===== config.mk =====
export PLATFORM = sky130hd
export DESIGN_NAME = tpp_top
export DESIGN_NICKNAME = d
export VERILOG_FILES = /design/src/verilog/tpp_pkg.sv /design/src/verilog/tpp_prescaler.sv /design/src/verilog/tpp_top.sv
export VERILOG_INCLUDE_DIRS = /design/src /design/src/verilog
export SDC_FILE = /design/constraint.sdc
export NUM_CORES = 1
export LEC_CHECK = 0
export BUFFER_PORTS_ARGS = -buffer_cell sky130_fd_sc_hd__buf_2
export CELL_PAD_IN_SITES_DETAIL_PLACEMENT = 0
export CELL_PAD_IN_SITES_GLOBAL_PLACEMENT = 1
export CORE_MARGIN = 8
export CORE_UTILIZATION = 38
export DETAILED_ROUTE_END_ITERATION = 8
export PLACE_DENSITY = 0.81
export REMOVE_ABC_BUFFERS = 1
export SYNTH_ARGS = -nofsm -noshare
export SYNTH_HDL_FRONTEND = slang
export SYNTH_SLANG_ARGS = --single-unit

===== constraint.sdc =====
create_clock -name clk -period 2.9 [get_ports clk]
set_input_delay 0.435 -clock clk [delete_from_list [all_inputs] [get_ports clk]]
set_output_delay 0.435 -clock clk [all_outputs]
set_load 0.01 [all_outputs]

===== src/verilog/tpp_cfg.svh =====
/*
  Offsets, field positions and reset values for the timer2/PWM/prescaler block.
  Assumes inclusion by bare name from package and module files.
*/
`ifndef TPP_CFG_SVH
`define TPP_CFG_SVH

// register indices; byte address is four times the index
`define TPP_IDX_COUNT      6'h09
`define TPP_IDX_CTRL_ONE   6'h0A
`define TPP_IDX_CTRL_TWO   6'h0B
`define TPP_IDX_DUTY_LOW   6'h0C
`define TPP_IDX_PRESCALE   6'h0D
`define TPP_IDX_HIGH_BITS  6'h10
`define TPP_IDX_IRQ_STATUS 6'h11
`define TPP_IDX_IRQ_CLEAR  6'h12
`define TPP_IDX_IRQ_ENABLE 6'h13

// shared high-byte field positions
`define TPP_HI_RELOAD_MSB  7
`define TPP_HI_RELOAD_LSB  6
`define TPP_HI_DUTY_MSB    3
`define TPP_HI_DUTY_LSB    2

// reset values
`define TPP_RST_CTRL_ONE   8'h00
`define TPP_RST_CTRL_TWO   8'h3F
`define TPP_RST_PRESCALE   8'hFF
`define TPP_RST_COUNT      10'h000
`define TPP_RST_BYTE       8'h00

// counter limits
`define TPP_COUNT_TOP      10'h3FF
`define TPP_COUNT_ZERO     10'h000
`define TPP_RATE_TOP       3'h7

// interrupt status bit positions
`define TPP_IRQ_UNDERFLOW  0
`define TPP_IRQ_ONESHOT    1

`endif


===== src/verilog/tpp_pkg.sv =====
/*
  Types shared by the timer2/PWM/prescaler design files.
  Assumes tpp_cfg.svh is on the include path.
*/
`include "tpp_cfg.svh"

package tpp_pkg;

  typedef struct packed {
    logic       pwm_output_enable;
    logic       pwm_polarity_bit;
    logic [1:0] unused;
    logic       shared_hosc_select;
    logic       one_shot_bit;
    logic       reload_select_bit;
    logic       timer_enable_bit;
  } tpp_ctrl_one_type;

  typedef struct packed {
    logic [1:0] unused;
    logic       clock_source_select;
    logic       ext_edge_select;
    logic       prescaler_disable_n;
    logic [2:0] prescaler_rate_select;
  } tpp_ctrl_two_type;

  typedef logic [1:0] tpp_irq_type;

endpackage : tpp_pkg


===== src/verilog/tpp_prescaler.sv =====
/*
  Prescaler: 8-bit down counter dividing a tick stream by 2 to 256.
  Assumes tick_in is a one-cycle enable pulse in the clk domain.
*/
`timescale 1ns/1ps
`include "tpp_cfg.svh"

module tpp_prescaler (
  input  wire logic       clk,
  input  wire logic       nrst,
  input  wire logic       tick_in,
  input  wire logic       disable_n,
  input  wire logic [2:0] rate_select,
  output logic            tick_out,
  output logic [7:0]      count
);
  import tpp_pkg::*;

  function automatic logic [7:0] rate_mask(input logic [2:0] sel);
    rate_mask = 8'hFF >> (`TPP_RATE_TOP - sel);
  endfunction : rate_mask

  ////////////////////////////////////////////////////////////////////////////
  // counter state
  always_ff @(posedge clk or negedge nrst) begin
    if (!nrst) begin
      count <= `TPP_RST_PRESCALE;
    end else if (tick_in && !disable_n) begin
      count <= count - 8'h01;
    end
  end

  // ratio from rate select
  // bypass when disabled so the timer still sees every source tick
  assign tick_out = disable_n ? tick_in
                  : (tick_in && ((count & rate_mask(rate_select)) == 8'h00));
endmodule : tpp_prescaler


===== src/verilog/tpp_top.sv =====
/*
  Timer2 with PWM channel and prescaler, reached over Avalon-MM.
  Summary of operation list below; assumes tick inputs are one-cycle clk
  enables and the external clock pin is synchronous to clk.
*/
//
// Summary of operation
// - reading count register returns low byte of the 10-bit counter
// - writing count loads counter with written byte and shared high bits [7:6]
// - counter decrements only while enable bit is set
// - free-run, reload clear: underflow continues from 0x3FF
// - free-run, reload set: underflow reloads the 10-bit reload value
// - one-shot: count to zero, ignore reload select, stop at underflow
// - shared high-oscillator bit clocks both timers from high oscillator
// - with shared bit clear each timer follows its own source select
// - source select clear: instruction clock; set: external pin
// - edge select 1 counts falling edges, 0 counts rising edges
// - active-low prescaler enable; rate 000 is 1:2 up to 111 is 1:256
// - polarity 1 makes PWM active low, 0 active high
// - PWM enable drives pins B2 and B5, else they stay GPIO
// - period from reload value when reload select is set, duty from high bits [3:2] and duty byte
// - reading prescaler count register returns prescaler counter
`timescale 1ns/1ps
`include "tpp_cfg.svh"

module tpp_top (
  input  wire logic        clk,
  input  wire logic        nrst,
  input  wire logic [7:0]  address,
  input  wire logic        read,
  input  wire logic        write,
  input  wire logic [31:0] writedata,
  input  wire logic [3:0]  byteenable,
  output logic [31:0]      readdata,
  output logic             waitrequest,
  input  wire logic        instr_tick,
  input  wire logic        hosc_tick,
  input  wire logic        ext_clock_pin,
  input  wire logic        gpio_b2_out,
  input  wire logic        gpio_b2_oe,
  input  wire logic        gpio_b5_out,
  input  wire logic        gpio_b5_oe,
  output logic             port_b_bit_two_out,
  output logic             port_b_bit_two_oe,
  output logic             port_b_bit_five_out,
  output logic             port_b_bit_five_oe,
  output logic             shared_hosc_select,
  output logic             pwm_channel,
  output tpp_pkg::tpp_irq_type irq_status_out,
  output logic             irq
);
  import tpp_pkg::*;

  tpp_ctrl_one_type timer_ctrl_one;
  tpp_ctrl_two_type timer_ctrl_two;
  logic [7:0]       reload_byte;
  logic [7:0]       pwm_duty_reg;
  logic [1:0]       reload_high;
  logic [1:0]       duty_high;
  logic [9:0]       count;
  logic             stopped;
  tpp_irq_type      irq_status;
  tpp_irq_type      irq_enable;
  tpp_irq_type      events;
  logic             ack;
  logic [5:0]       idx;
  logic             wr_en;
  logic [7:0]       wd;
  logic [7:0]       rd_mux;
  logic             ext_prev;
  logic             ext_edge;
  logic             src_tick;
  logic             presc_tick;
  logic [7:0]       prescaler_count_reg;
  logic             tick_eff;
  logic             underflow;
  logic [9:0]       reload_value;
  logic [9:0]       duty_value;
  logic             pwm_level;
  logic             wr_count;
  logic             wr_ctrl_one;

  function automatic logic hit(input logic [5:0] a, input logic [5:0] i);
    hit = (a == i);
  endfunction : hit

  ////////////////////////////////////////////////////////////////////////////
  // bus slave: one wait cycle per access, then accept
  assign idx         = address[7:2];
  assign wd          = writedata[7:0];
  assign waitrequest = (read || write) && !ack;
  assign wr_en       = write && ack && byteenable[0];
  assign wr_count    = wr_en && hit(idx, `TPP_IDX_COUNT);
  assign wr_ctrl_one = wr_en && hit(idx, `TPP_IDX_CTRL_ONE);

  always_ff @(posedge clk or negedge nrst) begin
    if (!nrst) begin
      ack <= 1'b0;
    end else if (ack) begin
      ack <= 1'b0;
    end else begin
      ack <= read || write;
    end
  end

  always_comb begin
    rd_mux = 8'h00;
    case (idx)
      `TPP_IDX_COUNT:      rd_mux = count[7:0];
      `TPP_IDX_CTRL_ONE:   rd_mux = timer_ctrl_one;
      `TPP_IDX_CTRL_TWO:   rd_mux = timer_ctrl_two;
      `TPP_IDX_PRESCALE:   rd_mux = prescaler_count_reg;
      `TPP_IDX_HIGH_BITS:  rd_mux = {reload_high, 2'b00, duty_high, 2'b00};
      `TPP_IDX_IRQ_STATUS: rd_mux = {6'h00, irq_status};
      `TPP_IDX_IRQ_ENABLE: rd_mux = {6'h00, irq_enable};
      default:             rd_mux = 8'h00;
    endcase
  end

  // sampled in the wait cycle, so it stands at the accepting edge
  always_ff @(posedge clk or negedge nrst) begin
    if (!nrst) begin
      readdata <= 32'h00000000;
    end else if (read && !ack) begin
      readdata <= {24'h000000, rd_mux};
    end
  end

  ////////////////////////////////////////////////////////////////////////////
  // software registers
  always_ff @(posedge clk or negedge nrst) begin
    if (!nrst) begin
      timer_ctrl_one <= `TPP_RST_CTRL_ONE;
    end else if (wr_ctrl_one) begin
      timer_ctrl_one        <= wd;
      timer_ctrl_one.unused <= 2'b00;
    end
  end

  always_ff @(posedge clk or negedge nrst) begin
    if (!nrst) begin
      timer_ctrl_two <= `TPP_RST_CTRL_TWO;
    end else if (wr_en && hit(idx, `TPP_IDX_CTRL_TWO)) begin
      timer_ctrl_two        <= wd;
      timer_ctrl_two.unused <= 2'b00;
    end
  end

  always_ff @(posedge clk or negedge nrst) begin
    if (!nrst) begin
      reload_byte <= `TPP_RST_BYTE;
    end else if (wr_count) begin
      reload_byte <= wd;
    end
  end

  always_ff @(posedge clk or negedge nrst) begin
    if (!nrst) begin
      pwm_duty_reg <= `TPP_RST_BYTE;
    end else if (wr_en && hit(idx, `TPP_IDX_DUTY_LOW)) begin
      pwm_duty_reg <= wd;
    end
  end

  // only the bits this timer owns are kept
  always_ff @(posedge clk or negedge nrst) begin
    if (!nrst) begin
      reload_high <= 2'b00;
      duty_high   <= 2'b00;
    end else if (wr_en && hit(idx, `TPP_IDX_HIGH_BITS)) begin
      reload_high <= wd[`TPP_HI_RELOAD_MSB:`TPP_HI_RELOAD_LSB];
      duty_high   <= wd[`TPP_HI_DUTY_MSB:`TPP_HI_DUTY_LSB];
    end
  end

  always_ff @(posedge clk or negedge nrst) begin
    if (!nrst) begin
      irq_enable <= 2'b00;
    end else if (wr_en && hit(idx, `TPP_IDX_IRQ_ENABLE)) begin
      irq_enable <= wd[1:0];
    end
  end

  assign reload_value = {reload_high, reload_byte};
  // duty from high bits and duty byte
  assign duty_value   = {duty_high, pwm_duty_reg};

  ////////////////////////////////////////////////////////////////////////////
  // clock source selection
  always_ff @(posedge clk or negedge nrst) begin
    if (!nrst) begin
      ext_prev <= 1'b0;
    end else begin
      ext_prev <= ext_clock_pin;
    end
  end

  assign ext_edge = timer_ctrl_two.ext_edge_select ? (ext_prev && !ext_clock_pin)
                                                   : (!ext_prev && ext_clock_pin);

  assign src_tick = timer_ctrl_one.shared_hosc_select ? hosc_tick
                  : (timer_ctrl_two.clock_source_select ? ext_edge : instr_tick);

  assign shared_hosc_select = timer_ctrl_one.shared_hosc_select;

  tpp_prescaler u_prescaler (
    .clk         (clk),
    .nrst        (nrst),
    .tick_in     (src_tick),
    .disable_n   (timer_ctrl_two.prescaler_disable_n),
    .rate_select (timer_ctrl_two.prescaler_rate_select),
    .tick_out    (presc_tick),
    .count       (prescaler_count_reg)
  );

  ////////////////////////////////////////////////////////////////////////////
  // down counter
  // count only while enabled
  assign tick_eff  = timer_ctrl_one.timer_enable_bit && !stopped && presc_tick;
  assign underflow = tick_eff && (count == `TPP_COUNT_ZERO);

  always_ff @(posedge clk or negedge nrst) begin
    if (!nrst) begin
      count <= `TPP_RST_COUNT;
    end else if (wr_count) begin
      count <= {reload_high, wd};
    end else if (underflow) begin
      if (timer_ctrl_one.one_shot_bit) begin
        count <= `TPP_COUNT_ZERO;
      end else if (timer_ctrl_one.reload_select_bit) begin
        count <= reload_value;
      end else begin
        count <= `TPP_COUNT_TOP;
      end
    end else if (tick_eff) begin
      count <= count - 10'h001;
    end
  end

  // a new count or timer_ctrl_one write rearms a finished one-shot
  always_ff @(posedge clk or negedge nrst) begin
    if (!nrst) begin
      stopped <= 1'b0;
    end else if (wr_count || wr_ctrl_one) begin
      stopped <= 1'b0;
    end else if (underflow && timer_ctrl_one.one_shot_bit) begin
      stopped <= 1'b1;
    end
  end

  ////////////////////////////////////////////////////////////////////////////
  // interrupts: set wins over a clear in the same cycle
  assign events[`TPP_IRQ_UNDERFLOW] = underflow;
  assign events[`TPP_IRQ_ONESHOT]   = underflow && timer_ctrl_one.one_shot_bit;

  always_ff @(posedge clk or negedge nrst) begin
    if (!nrst) begin
      irq_status <= 2'b00;
    end else if (wr_en && hit(idx, `TPP_IDX_IRQ_CLEAR)) begin
      irq_status <= (irq_status & ~wd[1:0]) | events;
    end else begin
      irq_status <= irq_status | events;
    end
  end

  assign irq            = |(irq_status & irq_enable);
  assign irq_status_out = irq_status;

  ////////////////////////////////////////////////////////////////////////////
  // PWM output
  always_ff @(posedge clk or negedge nrst) begin
    if (!nrst) begin
      pwm_level <= 1'b0;
    end else begin
      pwm_level <= (count < duty_value) ^ timer_ctrl_one.pwm_polarity_bit;
    end
  end

  assign pwm_channel = pwm_level;

  always_ff @(posedge clk or negedge nrst) begin
    if (!nrst) begin
      port_b_bit_two_out  <= 1'b0;
      port_b_bit_two_oe   <= 1'b0;
      port_b_bit_five_out <= 1'b0;
      port_b_bit_five_oe  <= 1'b0;
    end else if (timer_ctrl_one.pwm_output_enable) begin
      port_b_bit_two_out  <= (count < duty_value) ^ timer_ctrl_one.pwm_polarity_bit;
      port_b_bit_two_oe   <= 1'b1;
      port_b_bit_five_out <= (count < duty_value) ^ timer_ctrl_one.pwm_polarity_bit;
      port_b_bit_five_oe  <= 1'b1;
    end else begin
      port_b_bit_two_out  <= gpio_b2_out;
      port_b_bit_two_oe   <= gpio_b2_oe;
      port_b_bit_five_out <= gpio_b5_out;
      port_b_bit_five_oe  <= gpio_b5_oe;
    end
  end
endmodule : tpp_top


==> results.json, run 1 <==
{
  "drive_gt1_frac": 0.249,
  "cp.arrival_ns": 2.51,
  "port_buffers": 43,
  "dieArea_um2": 13700,
  "num_vias": 2972,
  "finalCriticalPeriod_ns": 2.25,
  "worstSetupStartpointType": "flop",
  "async_flop_share": 1.00,
  "routed_via_density": 5.15,
  "cts_tree": "yes",
  "setup_violations": 0,
  "ys_ff_latch": 70,
  "timing.setup.tns_ns": 0,
  "wirelength_um": 9170,
  "fin_skew_ns": 0.00744,
  "place_hpwl_um": 6870,
  "drt_iter0_markers": 212,
  "critical-path-max-stage-delay_ns": 0.55,
  "tightest_slew_ns": 0.759,
  "largest_reg_flops": 10,
  "path_cells": "or3b_1, a311oi_2, o211a_1, o21ai_2, or4_1, a31oi_1",
  "cts_setup_buffers": 0,
  "path_class": "flop to flop",
  "power.density_nw_per_um2": 558,
  "end_kind": "flop",
  "finalCritPeriodShare": 0.778,
  "drcViolationCount": 0,
  "largest_register": "count",
  "slew_headroom": 0.493,
  "rsz0062_at_grt": "false",
  "wire_per_inst_um": 15.9,
  "path_clk_slew_ns": 0.07,
  "fillCellCount": 1021,
  "synth-seq-area-share": 0.458,
  "synth_cell_types": 60,
  "drt.antenna.violating_nets": 0,
  "dp.cells": 561,
  "drt_first_pass_iters": 4,
  "grt_max_degree": 39,
  "cts_root_buffer": "clkbuf_8",
  "areaGrowthSynthToFinish_pct": 12.4,
  "cts_resized": 0,
  "hold_path.class": "input port to async pin",
  "cp_num_buf_inv": 0,
  "synth_ff_type": "dfrtp_1",
  "hold_viol": 0,
  "grt_pass1_wl_um": 14800,
  "ios": 97,
  "h-tree-depth": 3,
  "ir_worst_vdd_mv": 0.325,
  "fmax_ghz": 0.444,
  "drv_slew": 0,
  "clock_latency_ns": 0.34,
  "path_delay_family": "simple AND/OR/NAND/NOR gates",
  "gr-usage-all-layers": 0.139,
  "status": "finished clean",
  "synthCells": 391,
  "cp.required_ns": 3.16,
  "fp.dieH_um": 117,
  "synth_edf_count": 0,
  "start_util": 0.383,
  "maxCapViolCount": 0,
  "antenna_found_initial": 0,
  "final_cell_mix": "dfrtp_1, nand2_1, buf_2, o21ai_0, conb_1",
  "syn_area_per_cell_um2": 9.88,
  "grt_pass1_vias": 2939,
  "mostFrequentLayoutCell": "dfrtp_1",
  "cts_buffer_depth": 2,
  "place_congestion": 0.824,
  "num_rows": 37,
  "die_x_um": 117,
  "overflow": 0,
  "synth_area_um2": 3860,
  "cp_max_fo": 12,
  "core_um2": 10100,
  "crit_slowest_cell": "or4_1",
  "antennaDiodeCount": 0,
  "stdcell_count": 577,
  "hold_buffers": 0,
  "yosys_warnings": 0,
  "power_leakage_nw": 2.09,
  "cts_buffers": 9,
  "layout.nets": 502,
  "cts.sinks": 70
}
==> power breakdown <==
group          internal [mW]  total, mW  switching, mW
combinational          0.190      0.430          0.240
sequential              1.13       1.26          0.133
clock                  0.378      0.732          0.354
total                   1.70       2.42          0.727
==> final cells by class <==
type	instances	area, um^2	share of cell area
clock inverter	3	17.5	0.00403
timing repair buffer	48	265	0.0611
sequential	70	1770	0.407
clock buffer	13	169	0.0389
tap	136	170	0.0392
inverter	20	75.1	0.0173
multi-input combinational	287	1880	0.432
==> cells by family (layout without fill, tap and decap cells) <==
group           count (synthesis)  count (layout)  share of synthesized area
buf+inv                        57              84                     0.0790
fa+ha+maj                      11              11                     0.0356
compound gates                 85              85                      0.155
flops                          70              70                      0.458
other cells                     1              24                   0.000971
xor+xnor                       11              11                     0.0249
mux                            28              28                     0.0790
simple gates                  128             128                      0.167
==> worst paths after layout <==
| check | from | to | slack (ns) | cells past startpoint |
|---|---|---|---|---|
| max | timer_ctrl_two[4] | count[6] | 0.65 | 6 |
| min | nrst | readdata[3] | 0.17 | 1 |
| max reg2reg | timer_ctrl_two[4] | count[6] | 0.65 | 6 |
| min reg2reg | ack | ack | 0.46 | 1 |
| max in group asynchronous | nrst | timer_ctrl_two[2] | 2.02 | 2 |
| min in group clk | ext_clock_pin | ext_prev | 0.22 | 1 |
==> stage by stage <==
step	utilization	hold slack (ns)	cell area, um^2	worst slack (ns)	power (mW)
2_1_floorplan	-	0.139	3720	0.762	1.54
3_3_place_gp	0.412	0.429	4160	0.534	1.69
3_5_place_dp	0.412	0.443	4160	0.509	1.71
4_1_cts	0.430	0.179	4340	0.630	2.44
5_1_grt	0.430	0.219	4340	0.516	2.55
6_report	0.430	0.166	4340	0.645	2.42
==> cells in the mapped netlist, drive strengths merged, types with 6 or more instances <==
cell	instances	area [um^2]
ha	11	138
mux2i	8	80.1
nor2	21	78.8
nor3	7	45.0
inv	20	75.1
nand2	54	203
a21oi	6	30.0
mux2	20	225
nand2b	7	43.8
clkbuf	12	45.0
dfstp	14	368
o21ai	31	159
xnor2	10	87.6
a222oi	6	60.1
buf	25	185
dfrtp	56	1400
==> metal layers <==
layer  up-vias  share of wire  global-route usage
met5         -              0                   0
met4         0          0.016              0.0606
met3        12          0.059              0.0236
met2        80           0.46               0.218
met1      1438           0.46               0.184
li1       1442              -                   -
(Power assumes the default switching activity.)
==> run 2, diff against run 1 <==
--- a/config.mk
+++ b/config.mk
@@ -10,9 +10,9 @@
 export CELL_PAD_IN_SITES_DETAIL_PLACEMENT = 0
 export CELL_PAD_IN_SITES_GLOBAL_PLACEMENT = 1
 export CORE_MARGIN = 8
-export CORE_UTILIZATION = 38
+export CORE_UTILIZATION = 37
 export DETAILED_ROUTE_END_ITERATION = 8
-export PLACE_DENSITY = 0.81
+export PLACE_DENSITY = 0.82
 export REMOVE_ABC_BUFFERS = 1
 export SYNTH_ARGS = -nofsm -noshare
 export SYNTH_HDL_FRONTEND = slang
==> constraint.sdc (replaced) <==
create_clock -name clk -period 1.8 [get_ports clk]
set_input_delay 0.27 -clock clk [delete_from_list [all_inputs] [get_ports clk]]
set_output_delay 0.27 -clock clk [all_outputs]
set_load 0.01 [all_outputs]
==> run 2 against run 1 <==
Net effect: the flow now finishes with violations (negative setup slack); clock skew increased by 0.0045 ns; power increased by 83%; via count up 9.2%; setup slack worse by 0.87 ns; sequential power grew 54%; final cell count up 11%; routed wire length up 12%; core utilization rose by 5.7 points; design area up 15%; worst hold slack got worse by 0.097 ns; critical path type unchanged; critical endpoint is now count[8]; largest power group unchanged; highest routed layer unchanged.
==> results.json, run 2 (synthesis gave the netlist of run 1 again) <==
{
  "status": "complete, but fails checks",
  "violations": "negative setup slack",
  "cts_buffer_depth": 2,
  "hold_viol": 0,
  "fin_skew_ns": 0.0119,
  "cp_max_fo": 4,
  "final_cell_mix": "buf_4, dfrtp_1, nand2_1, buf_2, o21ai_0",
  "critical-path-max-stage-delay_ns": 0.39,
  "die_x_um": 118,
  "largest_register": "count",
  "tightest_slew_ns": 0.548,
  "fp.dieH_um": 118,
  "gr-usage-all-layers": 0.149,
  "h-tree-depth": 3,
  "dp_worst_setup_slack_ns": -0.268,
  "end_kind": "flop",
  "path_delay_family": "simple AND/OR/NAND/NOR gates",
  "maxCapViolCount": 0,
  "place_congestion": 0.895,
  "drt_iter0_markers": 175,
  "largest_reg_flops": 10,
  "antenna_found_initial": 0,
  "ios": 97,
  "path_clk_slew_ns": 0.08,
  "start_util": 0.378,
  "regToRegSetupSlack_ns": -0.23,
  "hold_path.class": "input port to flop",
  "path_class": "flop to flop",
  "cts.sinks": 70,
  "layout.nets": 563,
  "dieArea_um2": 14000,
  "wirelength_um": 10200,
  "num_vias": 3246,
  "grt_pass1_vias": 3341,
  "power_leakage_nw": 2.44,
  "drcViolationCount": 0,
  "finalCriticalPeriod_ns": 2.03,
  "regToRegStartpoint": "ext_prev",
  "finish.instance_area_um2": 4990,
  "power.density_nw_per_um2": 888,
  "crit_slowest_cell": "dfrtp_1",
  "cp.required_ns": 2.08,
  "grt_pass1_wl_um": 17000,
  "overflow": 0,
  "cts_buffers": 9,
  "drive_gt1_frac": 0.384,
  "worstSetupStartpointType": "flop",
  "drv_slew": 0,
  "core_um2": 10200,
  "drt.antenna.violating_nets": 0,
  "antennaDiodeCount": 0,
  "cts_root_buffer": "clkbuf_8",
  "finalCritPeriodShare": 1.13,
  "routed_via_density": 5.09,
  "cp-startpoint": "ext_prev",
  "rsz0062_at_grt": "true",
  "placed_cell_area_um2": 4580,
  "setup_violations": 13,
  "cp.arrival_ns": 2.31,
  "cp_num_buf_inv": 1,
  "cts_tree": "yes",
  "drt_first_pass_iters": 5,
  "worst_slack_ns": -0.229,
  "num_rows": 37,
  "mostFrequentLayoutCell": "buf_4",
  "slew_headroom": 0.635,
  "min_from": "ext_clock_pin",
  "areaGrowthSynthToFinish_pct": 29.1,
  "grt_max_degree": 71,
  "clock_latency_ns": 0.35,
  "wire_per_inst_um": 16.1,
  "port_buffers": 43,
  "place_hpwl_um": 7540,
  "ir_worst_vdd_mv": 0.415,
  "fmax_ghz": 0.493,
  "path_cells": "or3b_1, a311oi_2, o211a_1, o21ai_2, buf_6, or3_1, a31oi_1"
}
[run 2: final timing paths]
path | end | cells after the start
worst max-delay path | count[8] | 7
worst min-delay path | ext_prev | 1
worst max register to register | count[8] | 7
worst min register to register | ack | 1
max in group asynchronous | timer_ctrl_two[1] | 3
min in group asynchronous | port_b_bit_five_out | 3
[run 2: where the power goes]
group	switching, mW	total (mW)	internal (mW)
sequential	0.127	1.94	1.81
clock	0.649	1.33	0.685
combinational	0.579	1.16	0.578
total	1.36	4.43	3.08
[run 2: layout make-up]
class	instances	area, um^2
multi-input combinational	287	1990
tap	136	170
clock inverter	6	68.8
timing repair buffer	109	773
fill	964	5240
inverter	20	75.1
sequential	70	1770
clock buffer	10	138
[run 2: stage by stage]
step	instances	hold WS [ns]	utilization	power (mW)	TNS [ns]
detailed placement	614	0.323	0.447	3.01	-3.12
floorplan	377	-0.0256	-	2.48	-1.25
global route	638	0.0524	0.488	4.65	-3.79
CTS	635	0.0556	0.480	4.40	-1.96
finish	638	0.0688	0.488	4.43	-2.03
global placement	614	0.326	0.447	2.98	-2.52
[run 2: per-layer routing]
layer | part of all wire | up-vias | GRT usage
li1 | - | 1560 | -
met1 | 0.42 | 1580 | 0.183
met2 | 0.49 | 89 | 0.247
met3 | 0.068 | 17 | 0.0447
met4 | 0.017 | 0 | 0.0440
met5 | 0 | - | 0
[run 2: repair_timing]
item | CTS | global route
gates cloned | 0 | 0
hold buffers | 1 | 0
setup endpoints to repair | 15 | 20
gates resized for setup | 26 | 12
setup buffers | 4 | 3
hold endpoints to repair | 56 | 0
pin swaps | 15 | 10
==> run 3, diff against run 2 <==
--- a/config.mk
+++ b/config.mk
@@ -6,7 +6,7 @@
 export SDC_FILE = /design/constraint.sdc
 export NUM_CORES = 1
 export LEC_CHECK = 0
-export BUFFER_PORTS_ARGS = -buffer_cell sky130_fd_sc_hd__buf_2
+export BUFFER_PORTS_ARGS = -buffer_cell sky130_fd_sc_hd__buf_4
 export CELL_PAD_IN_SITES_DETAIL_PLACEMENT = 0
 export CELL_PAD_IN_SITES_GLOBAL_PLACEMENT = 1
 export CORE_MARGIN = 8
==> run 3 against run 2 <==
Net effect: the flow still finishes with violations (negative setup slack); non-clock buffer count stayed put; sequential cell count stayed put; maximum frequency is 1.6% higher; routed wire length is 0.44% higher; critical path depth stayed put; count of clock-buffer cells in the layout is 1 lower; worst hold slack worse by 0.013 ns; global-route usage is 0.21 points higher; sequential share of layout area is 0.77 points lower; power is 4.3% lower; first-iteration DRC count is 13% higher.
==> results.json, run 3 (synthesis gave the netlist of run 1 again) <==
{
  "cts.sinks": 70,
  "power.density_nw_per_um2": 833,
  "ir_worst_vdd_mv": 0.537,
  "grt_pass1_vias": 3387,
  "hold_path.class": "input port to flop",
  "maxCapViolCount": 0,
  "drt.antenna.violating_nets": 0,
  "drt_first_pass_iters": 4,
  "cp.required_ns": 2.07,
  "fin_skew_ns": 0.00848,
  "rsz0062_at_grt": "true",
  "mostFrequentLayoutCell": "buf_4",
  "cts_tree": "yes",
  "routed_via_density": 5.12,
  "start_util": 0.378,
  "wire_per_inst_um": 16.1,
  "die_x_um": 118,
  "cts_buffer_depth": 2,
  "areaGrowthSynthToFinish_pct": 31.8,
  "p_sw_frac": 0.315,
  "drive_gt1_frac": 0.367,
  "drcViolationCount": 0,
  "hold_viol": 0,
  "h-tree-depth": 3,
  "worst_slack_ns": -0.197,
  "critical-path-max-stage-delay_ns": 0.39,
  "place_hpwl_um": 7780,
  "final_cell_mix": "buf_4, dfrtp_1, nand2_1, o21ai_0, conb_1",
  "drt_iter0_markers": 198,
  "num_rows": 37,
  "wirelength_um": 10300,
  "crit_slowest_cell": "dfstp_2",
  "violations": "negative setup slack",
  "path_clk_slew_ns": 0.08,
  "finalCritPeriodShare": 1.11,
  "dp.cells": 610,
  "dieArea_um2": 14000,
  "switching_power_mw": 1.34,
  "cts_root_buffer": "clkbuf_8",
  "stdcell_count": 638,
  "overflow": 0,
  "drv_slew": 0,
  "antenna_found_initial": 0,
  "pwr-share-clk": 0.268,
  "worstSetupStartpointType": "flop",
  "finalCriticalPeriod_ns": 2.00,
  "power_frac_seq": 0.456,
  "comb_power_share": 0.276,
  "slew_headroom": 0.625,
  "register_area_um2": 1770,
  "grt_pass1_wl_um": 17200,
  "fp.dieH_um": 118,
  "fmax_ghz": 0.501,
  "largest_reg_flops": 10,
  "cts_buffers": 9,
  "internal_power_mw": 2.90,
  "tightest_slew_ns": 0.562,
  "power.total_mw": 4.24,
  "largest_register": "count",
  "setup_violations": 12,
  "clock_latency_ns": 0.35,
  "path_cells": "a21o_1, a221o_1, a221oi_2, o21ai_2, buf_6, or3_1, a31oi_1",
  "path_class": "flop to flop",
  "core_um2": 10200,
  "fillCellCount": 972,
  "status": "complete, but fails checks",
  "num_vias": 3268,
  "power_leakage_nw": 2.43,
  "multiInputGateArea_um2": 2000,
  "gr-usage-all-layers": 0.151,
  "cp_max_fo": 4,
  "layout.nets": 563,
  "place_congestion": 0.875,
  "port_buffers": 43,
  "end_kind": "flop",
  "grt_max_degree": 43,
  "antennaDiodeCount": 0,
  "cp.arrival_ns": 2.27,
  "ios": 97,
  "timing.hold.ws_ns": 0.0557
}
-- run 3: worst paths after layout --
kind	start	slack, ns	depth (start not counted)	end
min in group asynchronous	nrst	0.40	2	port_b_bit_five_out
worst min register to register	ack	0.46	1	ack
max in group asynchronous	nrst	0.80	3	timer_ctrl_two[3]
worst max-delay path	timer_ctrl_two[2]	-0.20	7	count[8]
worst max register to register	timer_ctrl_two[2]	-0.20	7	count[8]
worst min-delay path	ext_clock_pin	0.06	1	ext_prev
-- run 3: cell type report --
cell class / instances / area share
Multi-Input combinational cell: 287 / 0.394
Sequential cell: 70 / 0.347
Timing Repair Buffer: 109 / 0.177
Tap cell: 136 / 0.0334
Clock buffer: 9 / 0.0243
Inverter: 20 / 0.0147
Clock inverter: 7 / 0.00958
-- run 3: power by group through the flow --
stage	Sequential (mW)	Combinational, mW	Clock, mW
floorplan	1.98	0.496	0
global placement	1.95	1.05	0
detailed placement	1.96	1.08	0
CTS	1.93	1.11	1.17
global route	1.96	1.29	1.25
finish	1.93	1.17	1.14
-- run 3: stage by stage --
step / setup TNS (ns) / setup WS [ns] / instance area, um^2 / util
after global routing: -2.59 / -0.281 / 5090 / 0.498
after detailed placement: -2.92 / -0.266 / 4670 / 0.456
after global placement: -2.17 / -0.231 / 4670 / 0.456
final: -1.33 / -0.197 / 5090 / 0.498
after CTS: -1.75 / -0.231 / 4950 / 0.484
after floorplan: -1.25 / -0.291 / 3720 / -
-- run 3: metal layers --
layer  global-route usage  wire, um
met5                    0         0
met3               0.0466       637
met4               0.0368        85
met2                0.244      5050
met1                0.193      4520
-- run 3: worst max-delay path, delay by kind of cell (launching register included) --
kind / cells / cell delay [ns]
compound gates: 5 / 1.05
buf+inv: 1 / 0.15
flops: 1 / 0.39
simple gates: 1 / 0.33
-- run 3: timing repair --
item                                    in CTS  in global routing
endpoints found under the setup margin      14                 17
setup buffers                                3                  8
hold buffers                                 1                  0
endpoints found under the hold margin       28                  0
gates resized for setup                     20                 14
pin swaps                                   22                 12
